[config.mk]
export PLATFORM = sky130hd
export DESIGN_NAME = alu_working_register_datapath
export DESIGN_NICKNAME = d
export VERILOG_FILES = /design/src/hdl/alu_pkg.sv /design/src/hdl/alu_core.sv /design/src/hdl/alu_working_register_datapath.sv
export VERILOG_INCLUDE_DIRS = /design/src /design/src/hdl
export SDC_FILE = /design/constraint.sdc
export NUM_CORES = 1
export LEC_CHECK = 0
export BUFFER_PORTS_ARGS = -buffer_cell sky130_fd_sc_hd__buf_2
export CELL_PAD_IN_SITES_DETAIL_PLACEMENT = 1
export CELL_PAD_IN_SITES_GLOBAL_PLACEMENT = 2
export CORE_ASPECT_RATIO = 0.5
export CORE_UTILIZATION = 29
export DETAILED_ROUTE_END_ITERATION = 8
export MAX_ROUTING_LAYER = met4
export PLACE_DENSITY = 0.8
export SETUP_SLACK_MARGIN = 0.2
export SYNTH_ARGS = -nofsm -noshare
export SYNTH_HDL_FRONTEND = slang
export SYNTH_SLANG_ARGS = --single-unit
[constraint.sdc]
create_clock -name mclk_in -period 3.2 [get_ports mclk_in]
set_clock_uncertainty 0.05 [all_clocks]
set_input_delay 0.32 -clock mclk_in [delete_from_list [all_inputs] [get_ports mclk_in]]
set_output_delay 0.32 -clock mclk_in [all_outputs]
set_load 0.02 [all_outputs]
[src/hdl/alu_defines.svh]
`ifndef ALU_DEFINES_SVH
`define ALU_DEFINES_SVH
`define DATA_W       8
`define INSN_W       14
`define FADDR_W      7
`define PC_W         11
`define NIB_HI       3
`define NIB_LO_W     4
`define PH_ONE       4'h1
`define PH_TWO       4'h2
`define PH_THREE     4'h4
`define PH_FOUR      4'h8
`define ZERO_BYTE    8'h00
`define ONE_BYTE     8'h01
`define ACC_RESET    8'h00
`define IMM_LSB      0
`define FADDR_LSB    0
`define DEST_BIT     7
`define INDIR_ADDR   7'h00
`define FSR_ADDR     7'h04
`define STATUS_ADDR  7'h03
`define PCL_ADDR     7'h02
`define FLAG_C       0
`define FLAG_DC      1
`define FLAG_Z       2
`define CYCLE_1      2'h1
`define CYCLE_2      2'h2
`endif

[src/hdl/alu_pkg.sv]
`include "alu_defines.svh"
package alu_pkg;
  typedef enum logic [3:0] {
    OP_ADD = 4'h0, OP_SUB = 4'h1, OP_AND = 4'h2, OP_IOR = 4'h3,
    OP_XOR = 4'h4, OP_RLF = 4'h5, OP_RRF = 4'h6, OP_COMF = 4'h7,
    OP_INCF = 4'h8, OP_DECF = 4'h9, OP_SWAP = 4'hA, OP_MOVF = 4'hB,
    OP_MOVW = 4'hC, OP_CLR = 4'hD, OP_NOP = 4'hE, OP_BRANCH = 4'hF
  } alu_op_e;
  typedef enum logic [3:0] {
    PH_Q1 = 4'h1, PH_Q2 = 4'h2, PH_Q3 = 4'h4, PH_Q4 = 4'h8
  } phase_e;
  typedef struct packed {
    alu_op_e             op;
    logic                use_imm;
    logic                src_file;
    logic                dest_file;
    logic                upd_c;
    logic                upd_dc;
    logic                upd_z;
    logic [`INSN_W-1:0]  insn;
  } decode_s;
  typedef struct packed {
    logic                   wr;
    logic [`FADDR_W-1:0]    addr;
    logic [`DATA_W-1:0]     data;
  } file_wr_s;
  typedef struct packed {
    logic z;
    logic dc;
    logic c;
  } flags_s;
endpackage

[src/hdl/alu_core.sv]
`timescale 1ns/10ps
`include "alu_defines.svh"
module alu_core
  import alu_pkg::*;
(
  // Operation
  input  wire alu_op_e          op_in,
  input  wire logic [7:0]       a_in,
  input  wire logic [7:0]       b_in,
  input  wire logic             carry_in,
  // Result
  output logic [7:0]            res_out,
  output logic                  c_out,
  output logic                  dc_out
);
  logic [8:0] sum;
  logic [4:0] nib;
  always_comb begin
    sum    = 9'h000;
    nib    = 5'h00;
    res_out = `ZERO_BYTE;
    c_out  = carry_in;
    dc_out = 1'h0;
    case (op_in)
      // [RL2] Twos complement add
      OP_ADD: begin
        sum    = {1'h0, a_in} + {1'h0, b_in};
        nib    = {1'h0, a_in[3:0]} + {1'h0, b_in[3:0]};
        res_out = sum[7:0];
        c_out  = sum[8];
        // [RL14] Carry from bit 3
        dc_out = nib[`NIB_LO_W];
      end
      // [RL7] Borrow via inverted carry
      OP_SUB: begin
        sum    = {1'h0, b_in} + {1'h0, ~a_in} + 9'h001;
        nib    = {1'h0, b_in[3:0]} + {1'h0, ~a_in[3:0]} + 5'h01;
        res_out = sum[7:0];
        // [RL13] Set when no borrow
        c_out  = sum[8];
        dc_out = nib[`NIB_LO_W];
      end
      // [RL1] Logic and shift set
      OP_AND:  res_out = a_in & b_in;
      OP_IOR:  res_out = a_in | b_in;
      OP_XOR:  res_out = a_in ^ b_in;
      OP_RLF: begin
        res_out = {b_in[6:0], carry_in};
        c_out  = b_in[7];
      end
      OP_RRF: begin
        res_out = {carry_in, b_in[7:1]};
        c_out  = b_in[0];
      end
      OP_COMF: res_out = ~b_in;
      OP_INCF: res_out = b_in + `ONE_BYTE;
      OP_DECF: res_out = b_in - `ONE_BYTE;
      OP_SWAP: res_out = {b_in[3:0], b_in[7:4]};
      OP_MOVF: res_out = b_in;
      OP_MOVW: res_out = a_in;
      default: res_out = `ZERO_BYTE;
    endcase
  end
endmodule

[src/hdl/alu_working_register_datapath.sv]
`timescale 1ns/10ps
`include "alu_defines.svh"
// Behaviour
// [RL1] 8-bit add, subtract, shift, logic
// [RL2] Arithmetic in twos complement
// [RL3] Accumulator with file or immediate
// [RL4] Single operand from accumulator or file
// [RL5] Accumulator not in data memory
// [RL6] Update C, DC, Z selectively
// [RL7] Subtract flags report borrows
// [RL8] Special registers live in data memory
// [RL9] Direct and indirect file addressing
// [RL10] 14-bit instruction carries immediate
// [RL11] Non-branch one cycle, branch two
// [RL12] Four phases per instruction cycle
// [RL13] Carry set means no borrow
// [RL14] DC from bit 3, Z on zero
module alu_working_register_datapath
  import alu_pkg::*;
(
  // Clock and reset
  input  wire logic                 mclk_in,
  input  wire logic                 rst_n_in,
  // Decoded instruction
  input  wire logic                 insn_valid_in,
  input  wire decode_s              dec_in,
  // File register read data
  input  wire logic [`DATA_W-1:0]   file_rdata_in,
  input  wire logic [`DATA_W-1:0]   fsr_in,
  input  wire flags_s               status_in,
  // File register access
  output logic [`FADDR_W-1:0]       file_raddr_out,
  output file_wr_s                  file_wr_out,
  output file_wr_s                  status_wr_out,
  // Core status
  output logic [`DATA_W-1:0]        acc_out,
  output phase_e                    phase_out,
  output logic                      cycle_end_out,
  output logic                      insn_ready_out,
  output logic                      busy_out
);
  phase_e                 phase_r;
  logic [1:0]             cycles_left_r;
  logic [`DATA_W-1:0]     acc_r;
  decode_s                cur_r;
  logic                   cur_valid_r;
  logic [`DATA_W-1:0]     operand_r;
  file_wr_s               file_wr_r;
  file_wr_s               status_wr_r;
  logic [`FADDR_W-1:0]    dir_addr;
  logic [`FADDR_W-1:0]    eff_addr;
  logic [`DATA_W-1:0]     imm;
  logic [`DATA_W-1:0]     b_opnd;
  logic [`DATA_W-1:0]     res;
  logic                   c_new;
  logic                   dc_new;
  flags_s                 flags_nxt;
  logic                   execute;

  // [RL12] Four phase rotation
  always_ff @(posedge mclk_in) begin
    if (!rst_n_in) begin
      phase_r <= PH_Q1;
    end else begin
      case (phase_r)
        PH_Q1:   phase_r <= PH_Q2;
        PH_Q2:   phase_r <= PH_Q3;
        PH_Q3:   phase_r <= PH_Q4;
        default: phase_r <= PH_Q1;
      endcase
    end
  end

  // [RL10] Latch word at end of fetch
  always_ff @(posedge mclk_in) begin
    if (!rst_n_in) begin
      cur_r       <= '0;
      cur_valid_r <= 1'h0;
    end else if (phase_r == PH_Q4 && insn_ready_out) begin
      cur_r       <= dec_in;
      cur_valid_r <= insn_valid_in;
    end
  end

  // [RL11] Branches hold pipeline a cycle
  always_ff @(posedge mclk_in) begin
    if (!rst_n_in) begin
      cycles_left_r <= 2'h0;
    end else if (phase_r == PH_Q4) begin
      if (insn_ready_out && insn_valid_in && dec_in.op == OP_BRANCH) begin
        cycles_left_r <= `CYCLE_2;
      end else if (cycles_left_r != 2'h0) begin
        cycles_left_r <= cycles_left_r - `CYCLE_1;
      end
    end
  end

  assign insn_ready_out = (cycles_left_r <= `CYCLE_1);
  assign busy_out       = ~insn_ready_out;
  assign phase_out      = phase_r;
  assign cycle_end_out  = (phase_r == PH_Q4);
  assign execute        = cur_valid_r && (phase_r == PH_Q3);

  // [RL9] Direct or indirect address
  assign dir_addr = cur_r.insn[`FADDR_LSB +: `FADDR_W];
  assign eff_addr = (dir_addr == `INDIR_ADDR) ? fsr_in[`FADDR_W-1:0]
                                              : dir_addr;
  assign file_raddr_out = eff_addr;
  assign imm = cur_r.insn[`IMM_LSB +: `DATA_W];

  // Operand captured in second phase
  always_ff @(posedge mclk_in) begin
    if (!rst_n_in) begin
      operand_r <= `ZERO_BYTE;
    end else if (cur_valid_r && phase_r == PH_Q2) begin
      operand_r <= file_rdata_in;
    end
  end

  // [RL3] File or immediate second source
  // [RL4] Single operand source select
  assign b_opnd = cur_r.use_imm ? imm :
                  cur_r.src_file ? operand_r : acc_r;

  alu_core u_alu (
    .op_in    (cur_r.op),
    .a_in     (acc_r),
    .b_in     (b_opnd),
    .carry_in (status_in.c),
    .res_out  (res),
    .c_out    (c_new),
    .dc_out   (dc_new)
  );

  // [RL6] Only affected flags change
  always_comb begin
    flags_nxt = status_in;
    if (cur_r.upd_c) begin
      flags_nxt.c = c_new;
    end
    if (cur_r.upd_dc) begin
      flags_nxt.dc = dc_new;
    end
    // [RL14] Zero on all-zero result
    if (cur_r.upd_z) begin
      flags_nxt.z = (res == `ZERO_BYTE);
    end
  end

  // [RL5] Accumulator held privately
  always_ff @(posedge mclk_in) begin
    if (!rst_n_in) begin
      acc_r <= `ACC_RESET;
    end else if (execute && !cur_r.dest_file &&
                 cur_r.op != OP_NOP && cur_r.op != OP_BRANCH &&
                 cur_r.op != OP_MOVW) begin
      acc_r <= res;
    end
  end

  // [RL8] Results written to data memory
  always_ff @(posedge mclk_in) begin
    if (!rst_n_in) begin
      file_wr_r <= '0;
    end else begin
      file_wr_r.wr <= execute && cur_r.dest_file &&
                      cur_r.op != OP_NOP && cur_r.op != OP_BRANCH;
      file_wr_r.addr <= eff_addr;
      file_wr_r.data <= res;
    end
  end

  always_ff @(posedge mclk_in) begin
    if (!rst_n_in) begin
      status_wr_r <= '0;
    end else begin
      status_wr_r.wr   <= execute &&
                          (cur_r.upd_c || cur_r.upd_dc || cur_r.upd_z);
      status_wr_r.addr <= `STATUS_ADDR;
      status_wr_r.data <= {5'h00, flags_nxt.z, flags_nxt.dc, flags_nxt.c};
    end
  end

  assign file_wr_out   = file_wr_r;
  assign status_wr_out = status_wr_r;
  assign acc_out       = acc_r;
endmodule

==> results.sh, run 1 <==
export IMPL_grt_max_degree=44
export IMPL_power_internal_uw=1540
export IMPL_path_class="flip-flop to flip-flop"
export IMPL_netSwitchingPower_uw=440
export IMPL_post_place_ws_ns=-0.174
export IMPL_synthFlopType="dfxtp_1"
export IMPL_arrival_ns=3.49
export IMPL_cpPeakStageDelay_ns=0.49
export IMPL_tns_ns=-0.155
export IMPL_end_kind="flip-flop"
export IMPL_ys_seq_area_share_pct=26.1
export IMPL_synthArstFlopShare_pct=0
export IMPL_holdBufCountCts=0
export IMPL_dr_pass1_iters=5
export IMPL_synth_cells=576
export IMPL_fmax_mhz=303
export IMPL_whs_ns=0.182
export IMPL_critPathMaxFanout=6
export IMPL_dieWidth_um=183
export IMPL_critPathRequiredTime_ns=3.39
export IMPL_power_frac_seq_pct=40.2
export IMPL_io_pin_count=100
export IMPL_drv_slew=0
export IMPL_drv_cap=0
export IMPL_crit_family="simple AND/OR/NAND/NOR gates"
export IMPL_track_usage_pct=23.6
export IMPL_cts_tree="done"
export IMPL_die_height_um=92.5
export IMPL_gr_total_overflow=0
export IMPL_final_antenna_net_count=0
export IMPL_combPwrFrac_pct=6.8
export IMPL_initial_utilization_pct=30.3
export IMPL_startpoint_type="flip-flop"
export IMPL_portBuffers=82
export IMPL_grt_pass1_wl_mm=29.8
export IMPL_worstSkewPairLatency_ns=0.33
export IMPL_clk_pin_slew_ns=0.05
export IMPL_worstMarginPinSlew_ns=1.12
export IMPL_insertedDiodeCount=0
export IMPL_crit_chain="buf_12, mux2_4, o21ai_4, ha_4, or3_4, a31oi_4, mux2i_1, or4_1, a211o_1, nand4bb_1, o32ai_2"
export IMPL_hold_viol=0
export IMPL_p_leak_uw=0.00299
export IMPL_synth_area_sq_mm=0.00475
export IMPL_root_buffer="clkbuf_16"
export IMPL_synth_seq_cells=62
export IMPL_grt_antenna_before_repair=0
export IMPL_final_setup_viol_count=3
export IMPL_postPlaceCellArea_sq_mm=0.00613
export IMPL_core_sq_mm=0.0157
export IMPL_nets=841
export IMPL_slew_headroom_pct=25.2
export IMPL_min_path_type="input port to flip-flop"
export IMPL_drive_gt1_share_pct=39.5
export IMPL_critPathSlowestCell="or4_1"
export IMPL_area_growth_syn_to_layout_pct=45.2
export IMPL_final_area_sq_mm=0.00690
export IMPL_cts_path_max_buffers=2
export IMPL_peakVddDrop_v=0.000187
export IMPL_cts_max_level=3
export IMPL_synth_cell_types=82
export IMPL_violations="setup timing"
export IMPL_vias=5152
export IMPL_fin_crit_sh_pct=103
export IMPL_power_per_cell_area_mw_per_mm2=287
export IMPL_routabilityCongestion=0.913
export IMPL_fin_ws_ns=-0.102
export IMPL_drc=0
export IMPL_syn_area_per_cell_sq_um=8.25
export IMPL_synth_edf_count=0
export IMPL_rsz0062_at_grt="true"
export IMPL_drtIter0Drc=319
export IMPL_die_area_sq_mm=0.0169
export IMPL_cts_inserted_buffers=9
export IMPL_synth_warnings=0
export IMPL_cp_num_buf_inv=1
export IMPL_grt_pass1_vias=5188
export IMPL_cts_sinks=62
export IMPL_dp_hpwl_mm=14.4
export IMPL_vias_per_cell=5.25
export IMPL_clockPowerShare_pct=53.0
export IMPL_routedWlPerCell_um=19.8
export IMPL_fin_crit_ns=3.30
export IMPL_rows=32
export IMPL_status="complete, but fails checks"
export IMPL_sw_frac_of_total_pct=22.2
export IMPL_wirelength_mm=19.4
logic make-up after synthesis:
| logic type | share of synthesized area [%] |
|---|---|
| AND/OR/NAND/NOR | 24.2 |
| AO/OA/AOI/OAI | 21.4 |
| buffers and inverters | 7.48 |
| flip-flops | 26.1 |
| adder cells (fa/ha/maj) | 11.0 |
| multiplexers | 7.69 |
| XOR/XNOR | 2.03 |
| other | 0.0789 |
registers in the layout (all words and copies together) (netlist names):
register	flops
cur_r	18
file_wr_out	16
acc_out	8
operand_r	8
status_wr_out	5
phase_out	4
cycles_left_r	2
cur_valid_r	1
what timing repair did:
item / 4_1_cts / 5_1_grt
buffers inserted: 8 / 6
pin swaps: 19 / 24
resized for setup: 27 / 40
endpoints found under the setup margin: 12 / 12
synth_stat cells, drive strengths merged (4+ instances only):
cell / count / area (sq um)
ha: 37 / 463
dfxtp: 62 / 1240
o21ai: 17 / 92.6
a21o: 8 / 60.1
o2111ai: 4 / 35.0
a211oi: 10 / 75.1
xnor2: 9 / 78.8
a21oi: 43 / 215
nand3: 8 / 40.0
a31oi: 5 / 52.6
or3: 5 / 36.3
nand3b: 5 / 37.5
mux2i: 18 / 193
nor3b: 8 / 60.1
nand2b: 16 / 103
and2: 9 / 56.3
and3: 6 / 38.8
o221ai: 8 / 70.1
nor4: 4 / 25.0
nor3: 12 / 60.1
o211ai: 9 / 67.6
nor2b: 15 / 93.8
buf: 27 / 179
nor2: 35 / 131
o22ai: 7 / 43.8
mux2: 12 / 150
inv: 34 / 128
nand2: 65 / 244
clkbuf: 13 / 48.8
metal layers:
metal  track usage [%]  vias to the layer above  part of all wire (%)
met2              37.0                      167                    45
met4              6.46                        0                   2.1
met5                 -                        -                     0
met3              2.40                       29                   5.1
met1              32.3                     2546                    48
li1                  -                     2410                     -
layout make-up:
type | instances | area (sq um)
well taps | 221 | 277
inverters | 34 | 128
clock inverters | 3 | 67.6
repair buffers | 199 | 1340
fillers | 1888 | 8790
multi-input cells | 449 | 3590
flip-flops and latches | 62 | 1250
clock buffers | 13 | 250
tightest hold or removal path, delay by kind of cell:
kind                   cells  cell delay [ns]
muxes                      1             0.06
buffers and inverters      1             0.08
and+or+nand+nor            1             0.07
final timing paths:
kind / startpoint / to / slack, ns / depth (start not counted)
hold reg to reg: cur_r[15] / status_wr_out[1] / 0.44 / 1
setup reg to reg: cur_r[18] / status_wr_out[2] / -0.10 / 11
hold / removal: file_rdata_in[7] / operand_r[7] / 0.18 / 3
setup / recovery: cur_r[18] / status_wr_out[2] / -0.10 / 11
per-stage QoR:
step           cells  power, uW  utilization [%]
6_report         981       1980             44.0
4_1_cts          975       1990             42.2
3_5_place_dp     951        946             39.1
2_1_floorplan    585        894                -
3_3_place_gp     951        942             39.1
5_1_grt          981       2030             44.0
layout by cell type (no fill, tap or decap), drive strengths merged, types with 7 or more instances in the layout:
cell type  instances
buf              199
nand2             65
dfxtp             62
a21oi             43
ha                37
nor2              35
inv               34
mux2i             18
o21ai             17
nand2b            16
nor2b             15
clkbuf            13
nor3              12
mux2              12
conb              10
a211oi            10
o211ai             9
xnor2              9
and2               9
a21o               8
nor3b              8
o221ai             8
nand3              8
o22ai              7
power groups by stage:
stage | sequential (uW) | clock [uW] | combinational [uW]
2_1_floorplan | 830 | 0 | 63.4
6_report | 796 | 1050 | 134
3_5_place_dp | 813 | 0 | 133
4_1_cts | 796 | 1060 | 134
5_1_grt | 797 | 1090 | 146
3_3_place_gp | 811 | 0 | 131
No activity file was read; power rests on OpenSTA's default activity.
==> inputs of run 2 (changes only) <==
Settings changed: PLACE_DENSITY 0.8 to 0.82, SYNTH_HIERARCHICAL set to 1.
==> run 2 against run 1 <==
Via count fell by 10%. The run now ends clean. Clock power fell by 14%. Power fell by 7.2%. Critical path depth rose by 4. Synthesized cell count fell by 3.5%. Routed wire length fell by 12%. Area after synthesis fell by 5.9%. Critical endpoint is now acc_out[6]. Combinational power barely moved.
==> results.sh, run 2 <==
export IMPL_status="completed"
export IMPL_stdcell_count=897
export IMPL_gr_total_overflow=0
export IMPL_syn_area_per_cell_sq_um=8.04
export IMPL_min_delay_worst_endpoint="cur_r[19]"
export IMPL_dp_cells=871
export IMPL_path_class="flip-flop to flip-flop"
export IMPL_synth_top_cells_by_count="nand2_1, dfxtp_1, inv_1"
export IMPL_r2r_end="acc_out[6]"
export IMPL_critPathMaxFanout=4
export IMPL_largest_reg_flops=18
export IMPL_clockPowerShare_pct=49.3
export IMPL_cp_common_cell="buf_6"
export IMPL_cts_sinks=62
export IMPL_synth_warnings=6
export IMPL_portBuffers=82
export IMPL_drive_gt1_share_pct=36.3
export IMPL_ff2ff_setup_slack_ns=0.02
export IMPL_track_usage_pct=22.2
export IMPL_area_growth_syn_to_layout_pct=39.0
export IMPL_slew_headroom_pct=46.1
export IMPL_synth_area_sq_mm=0.00447
export IMPL_io_pin_count=100
export IMPL_ys_seq_area_share_pct=27.8
export IMPL_vias_per_cell=5.16
export IMPL_worstSkewPairLatency_ns=0.34
export IMPL_final_antenna_net_count=0
export IMPL_combPwrFrac_pct=7.1
export IMPL_rows=31
export IMPL_drv_slew=0
export IMPL_synth_cells=556
export IMPL_cpPeakStageDelay_ns=0.38
export IMPL_wirelength_mm=17.0
export IMPL_peakVddDrop_v=0.000223
export IMPL_min_path_type="input port to flip-flop"
export IMPL_synth_top_area_share_pct=27.8
export IMPL_yosys_area_top_type="dfxtp_1"
export IMPL_dr_pass1_iters=5
export IMPL_die_height_um=89.8
export IMPL_hold_depth=3
export IMPL_largest_register="cur_r"
export IMPL_drv_cap=0
export IMPL_end_kind="flip-flop"
export IMPL_synthFlopType="dfxtp_1"
export IMPL_grt_pass1_wl_mm=26.8
export IMPL_clk_pin_slew_ns=0.06
export IMPL_final_setup_viol_count=0
export IMPL_cts_tree="done"
export IMPL_synth_area_top_cells="dfxtp_1, mux2i_1, ha_1"
export IMPL_grt_max_degree=44
export IMPL_die_area_sq_mm=0.0159
export IMPL_power_internal_uw=1360
export IMPL_fin_crit_ns=3.18
export IMPL_drc=0
export IMPL_routabilityCongestion=0.911
export IMPL_grt_antenna_before_repair=0
export IMPL_initial_utilization_pct=30.3
export IMPL_crit_chain="buf_6, mux2i_4, o21ai_4, buf_12, buf_6, fa_2, a21oi_2, o21bai_2, a221o_1, xnor2_1, o211ai_1, buf_4, buf_6, nand2_4, mux2i_1"
export IMPL_dieWidth_um=178
export IMPL_fin_crit_sh_pct=99.4
export IMPL_cts_inserted_buffers=9
export IMPL_core_sq_mm=0.0147
export IMPL_worstMarginPinSlew_ns=0.805
export IMPL_p_leak_uw=0.00263
export IMPL_synth_seq_cells=62
export IMPL_power_frac_seq_pct=43.6
export IMPL_rr_startpoint="cur_r[18]"
export IMPL_final_cell_mix="nand2_1, buf_2, buf_4"
export IMPL_fmax_mhz=314
export IMPL_nets=769
export IMPL_hold_viol=0
export IMPL_critPathRequiredTime_ns=3.40
export IMPL_grt_pass1_vias=4842
export IMPL_cts_path_max_buffers=2
export IMPL_vias=4633
export IMPL_cp_startpoint="cur_r[18]"
export IMPL_critPathSlowestCell="dfxtp_4"
export IMPL_synth_most_common_cell="nand2_1"
export IMPL_synthArstFlopShare_pct=0
export IMPL_insertedDiodeCount=0
export IMPL_worst_r2r_cell_count=15
export IMPL_startpoint_type="flip-flop"
export IMPL_power_per_cell_area_mw_per_mm2=296
export IMPL_netSwitchingPower_uw=476
export IMPL_drtIter0Drc=282
export IMPL_cts_max_level=3
export IMPL_total_power_uw=1840
export IMPL_sw_frac_of_total_pct=25.9
export IMPL_dp_hpwl_mm=12.5
export IMPL_min_from="dec_in[19]"
export IMPL_rsz0062_at_grt="true"
export IMPL_synth_edf_count=0
export IMPL_routedWlPerCell_um=19.0
export IMPL_final_common_cell="nand2_1"
export IMPL_arrival_ns=3.38
export IMPL_root_buffer="clkbuf_16"
export IMPL_synth_cell_types=64
## run 2: cell families (layout without fill, tap and decap cells)
| family | after synthesis | in the layout | synth area share [%] |
|---|---|---|---|
| compound gates | 134 | 134 | 21.1 |
| xor+xnor | 16 | 16 | 3.13 |
| fa+ha+maj | 29 | 29 | 8.45 |
| buf+inv | 82 | 216 | 8.84 |
| flops | 62 | 62 | 27.8 |
| mux | 37 | 37 | 8.31 |
| other cells | 1 | 10 | 0.0839 |
| simple gates | 195 | 195 | 22.3 |
## run 2: worst max-delay path by stage
stage	endpoint
2_1_floorplan	status_wr_out[2]
3_3_place_gp	status_wr_out[2]
3_5_place_dp	status_wr_out[2]
4_1_cts	status_wr_out[2]
5_1_grt	acc_out[6]
6_report	acc_out[6]
## run 2: final cells by class
| cell class | count | area, sq um |
|---|---|---|
| Multi-Input combinational cell | 421 | 3250 |
| Timing Repair Buffer | 163 | 1050 |
| Clock buffer | 9 | 225 |
| Clock inverter | 7 | 50.0 |
| Inverter | 37 | 139 |
| Tap cell | 198 | 248 |
| Fill cell | 1774 | 8520 |
| Sequential cell | 62 | 1250 |
## run 2: layer usage
| metal | track usage (%) | wire [um] |
|---|---|---|
| met3 | 3.76 | 731 |
| met2 | 33.9 | 7680 |
| met1 | 29.9 | 8370 |
| met4 | 6.27 | 251 |
| met5 | - | 0 |
## run 2: what timing repair did
| action | 4_1_cts | 5_1_grt |
|---|---|---|
| pin swaps | 21 | 28 |
| buffers inserted | 8 | 2 |
| setup endpoints to repair | 11 | 14 |
| gates resized for setup | 41 | 38 |
| hold buffers | 0 | 0 |
## run 2: power groups by stage
stage / sequential [uW] / clock, uW / combinational, uW
global placement: 818 / 0 / 128
detailed placement: 819 / 0 / 130
global route: 803 / 964 / 142
floorplan: 836 / 0 / 65.0
finish: 801 / 907 / 131
CTS: 802 / 924 / 131
## run 2: through the flow
stage | utilization [%] | setup slack, ns | instance area, sq um | hold WS [ns] | setup TNS (ns)
finish | 42.2 | 0.0183 | 6210 | 0.166 | 0
detailed placement | 37.1 | -0.126 | 5460 | 0.396 | -0.186
global route | 42.2 | -0.0809 | 6210 | 0.169 | -0.143
global placement | 37.1 | -0.0253 | 5460 | 0.385 | -0.0253
floorplan | - | 0.219 | 4530 | 0.298 | 0
CTS | 40.6 | 0.0463 | 5980 | 0.164 | 0
## run 2: worst max-delay path, delay by kind of cell (launching register included)
kind,cells,cell delay (ns)
AOI/OAI and AO/OA,5,1.08
and+or+nand+nor,1,0.04
DFF,1,0.38
buffers and inverters,5,0.66
xor gates and xnor gates,1,0.14
adders and majority gates,1,0.35
muxes,2,0.37
==> inputs of run 3 (changes only) <==
Settings changed: CORE_ASPECT_RATIO 0.5 to 2.
==> run 3 against run 2 <==
Design area is 2.0% lower. Sequential share of layout area is 0.37 points higher. Clock power is 4.9% higher. Combinational power hardly changed. Power is 2.4% higher. Die area stayed put. Sequential power hardly changed. Critical endpoint is now status_wr_out[2]. Maximum frequency is 3.2% higher. Clock-buffer cell count stayed put.
==> results.sh, run 3 (same netlist as run 2, synthesis figures left out) <==
export IMPL_crit_chain="buf_6, mux2i_2, o21ai_2, inv_2, ha_4, inv_2, fa_2, a21oi_2, o21bai_2, a221o_1, xnor2_1, o211ai_1, nor4_2, nand3_2, a21boi_1"
export IMPL_drv_cap=0
export IMPL_path_class="flip-flop to flip-flop"
export IMPL_peakVddDrop_v=0.000371
export IMPL_rsz0062_at_grt="true"
export IMPL_hold_viol=0
export IMPL_arrival_ns=3.30
export IMPL_cts_max_level=3
export IMPL_status="completed"
export IMPL_final_antenna_net_count=0
export IMPL_critPathMaxFanout=3
export IMPL_p_leak_uw=0.00260
export IMPL_multi_input_area_sq_mm=0.00310
export IMPL_gr_total_overflow=0
export IMPL_die_height_um=178
export IMPL_hold_depth=3
export IMPL_critPathRequiredTime_ns=3.42
export IMPL_cts_tree="done"
export IMPL_end_kind="flip-flop"
export IMPL_dp_cells=870
export IMPL_stdcell_count=895
export IMPL_vias_per_cell=5.24
export IMPL_dieWidth_um=89.8
export IMPL_portBuffers=82
export IMPL_post_place_ws_ns=-0.147
export IMPL_cts_inserted_buffers=9
export IMPL_wirelength_mm=17.3
export IMPL_min_from="dec_in[0]"
export IMPL_final_common_cell="nand2_1"
export IMPL_die_area_sq_mm=0.0159
export IMPL_grt_max_degree=62
export IMPL_dp_hpwl_mm=13.5
export IMPL_initial_utilization_pct=29.8
export IMPL_rows=63
export IMPL_largest_register="cur_r"
export IMPL_nFillCells=1852
export IMPL_grt_antenna_before_repair=0
export IMPL_drv_slew=0
export IMPL_final_cell_mix="nand2_1, buf_2, buf_4"
export IMPL_total_power_uw=1880
export IMPL_grt_pass1_wl_mm=26.5
export IMPL_cp_common_cell="inv_2"
export IMPL_fmax_mhz=324
export IMPL_drc=0
export IMPL_worstSkewPairLatency_ns=0.33
export IMPL_final_core_util_pct=40.7
export IMPL_worst_r2r_cell_count=15
export IMPL_fin_crit_sh_pct=96.4
export IMPL_cts_path_max_buffers=2
export IMPL_nets=771
export IMPL_min_path_type="input port to flip-flop"
export IMPL_drive_gt1_share_pct=33.7
export IMPL_area_growth_syn_to_layout_pct=36.2
export IMPL_slew_headroom_pct=34.2
export IMPL_fin_crit_ns=3.08
export IMPL_largest_reg_flops=18
export IMPL_rr_startpoint="cur_r[18]"
export IMPL_io_pin_count=100
export IMPL_cpPeakStageDelay_ns=0.38
export IMPL_routedWlPerCell_um=19.3
export IMPL_fin_ws_ns=0.117
export IMPL_startpoint_type="flip-flop"
export IMPL_root_buffer="clkbuf_16"
export IMPL_grt_pass1_vias=5158
export IMPL_worstMarginPinSlew_ns=0.987
export IMPL_insertedDiodeCount=0
export IMPL_critPathSlowestCell="a221o_1"
export IMPL_dr_pass1_iters=4
export IMPL_cts_sinks=62
export IMPL_track_usage_pct=22.2
export IMPL_core_sq_mm=0.0150
export IMPL_seq_area_sq_mm=0.00125
export IMPL_clk_pin_slew_ns=0.05
export IMPL_routabilityCongestion=0.978
export IMPL_power_per_cell_area_mw_per_mm2=309
export IMPL_vias=4691
export IMPL_cp_startpoint="cur_r[18]"
export IMPL_final_setup_viol_count=0
export IMPL_drtIter0Drc=197
-- run 3: layout make-up --
type                    instances  area share (%)
multi-input cells             421            51.0
clock inverters                 6            1.05
well taps                     195            4.01
clock buffers                   9            3.70
flip-flops and latches         62            20.5
inverters                      37            2.28
repair buffers                165            17.5
-- run 3: repair_timing --
action	in CTS	in global routing
pin swaps	12	23
gates resized for setup	20	36
endpoints found under the setup margin	10	11
setup buffers	5	5
hold buffers	0	0
-- run 3: where the power goes --
group	switching (uW)	internal (uW)
clock network	356	596
logic	77.8	51.5
registers	14.7	787
-- run 3: worst paths after layout --
path,to,slack (ns)
setup / recovery,status_wr_out[2],0.12
hold / removal,cur_r[0],0.17
setup reg to reg,status_wr_out[2],0.12
hold reg to reg,file_wr_out[15],0.40
-- run 3: per-stage QoR --
stage          area (sq um)  TNS [ns]  hold slack [ns]
2_1_floorplan          4530         0            0.298
3_5_place_dp           5460    -0.147            0.391
3_3_place_gp           5460         0            0.392
6_report               6090         0            0.173
5_1_grt                6090   -0.0379            0.179
4_1_cts                5860         0            0.167
-- run 3: critical path: cells and delay by family (launching register included) --
| kind | cells | cell delay, ns |
|---|---|---|
| flip-flops | 1 | 0.36 |
| multiplexers | 1 | 0.22 |
| adder cells (fa/ha/maj) | 2 | 0.51 |
| AND/OR/NAND/NOR | 2 | 0.32 |
| XOR/XNOR | 1 | 0.20 |
| buffers and inverters | 3 | 0.26 |
| AO/OA/AOI/OAI | 6 | 1.10 |
-- run 3: layer usage --
layer | share of wire [%] | routed length [um] | global-route usage (%) | up-vias
li1 | - | - | - | 2211
met1 | 33 | 5690 | 18.4 | 2286
met2 | 56 | 9710 | 42.7 | 133
met3 | 2.9 | 500 | 2.70 | 61
met4 | 8.1 | 1390 | 19.6 | 0
met5 | 0 | 0 | - | -
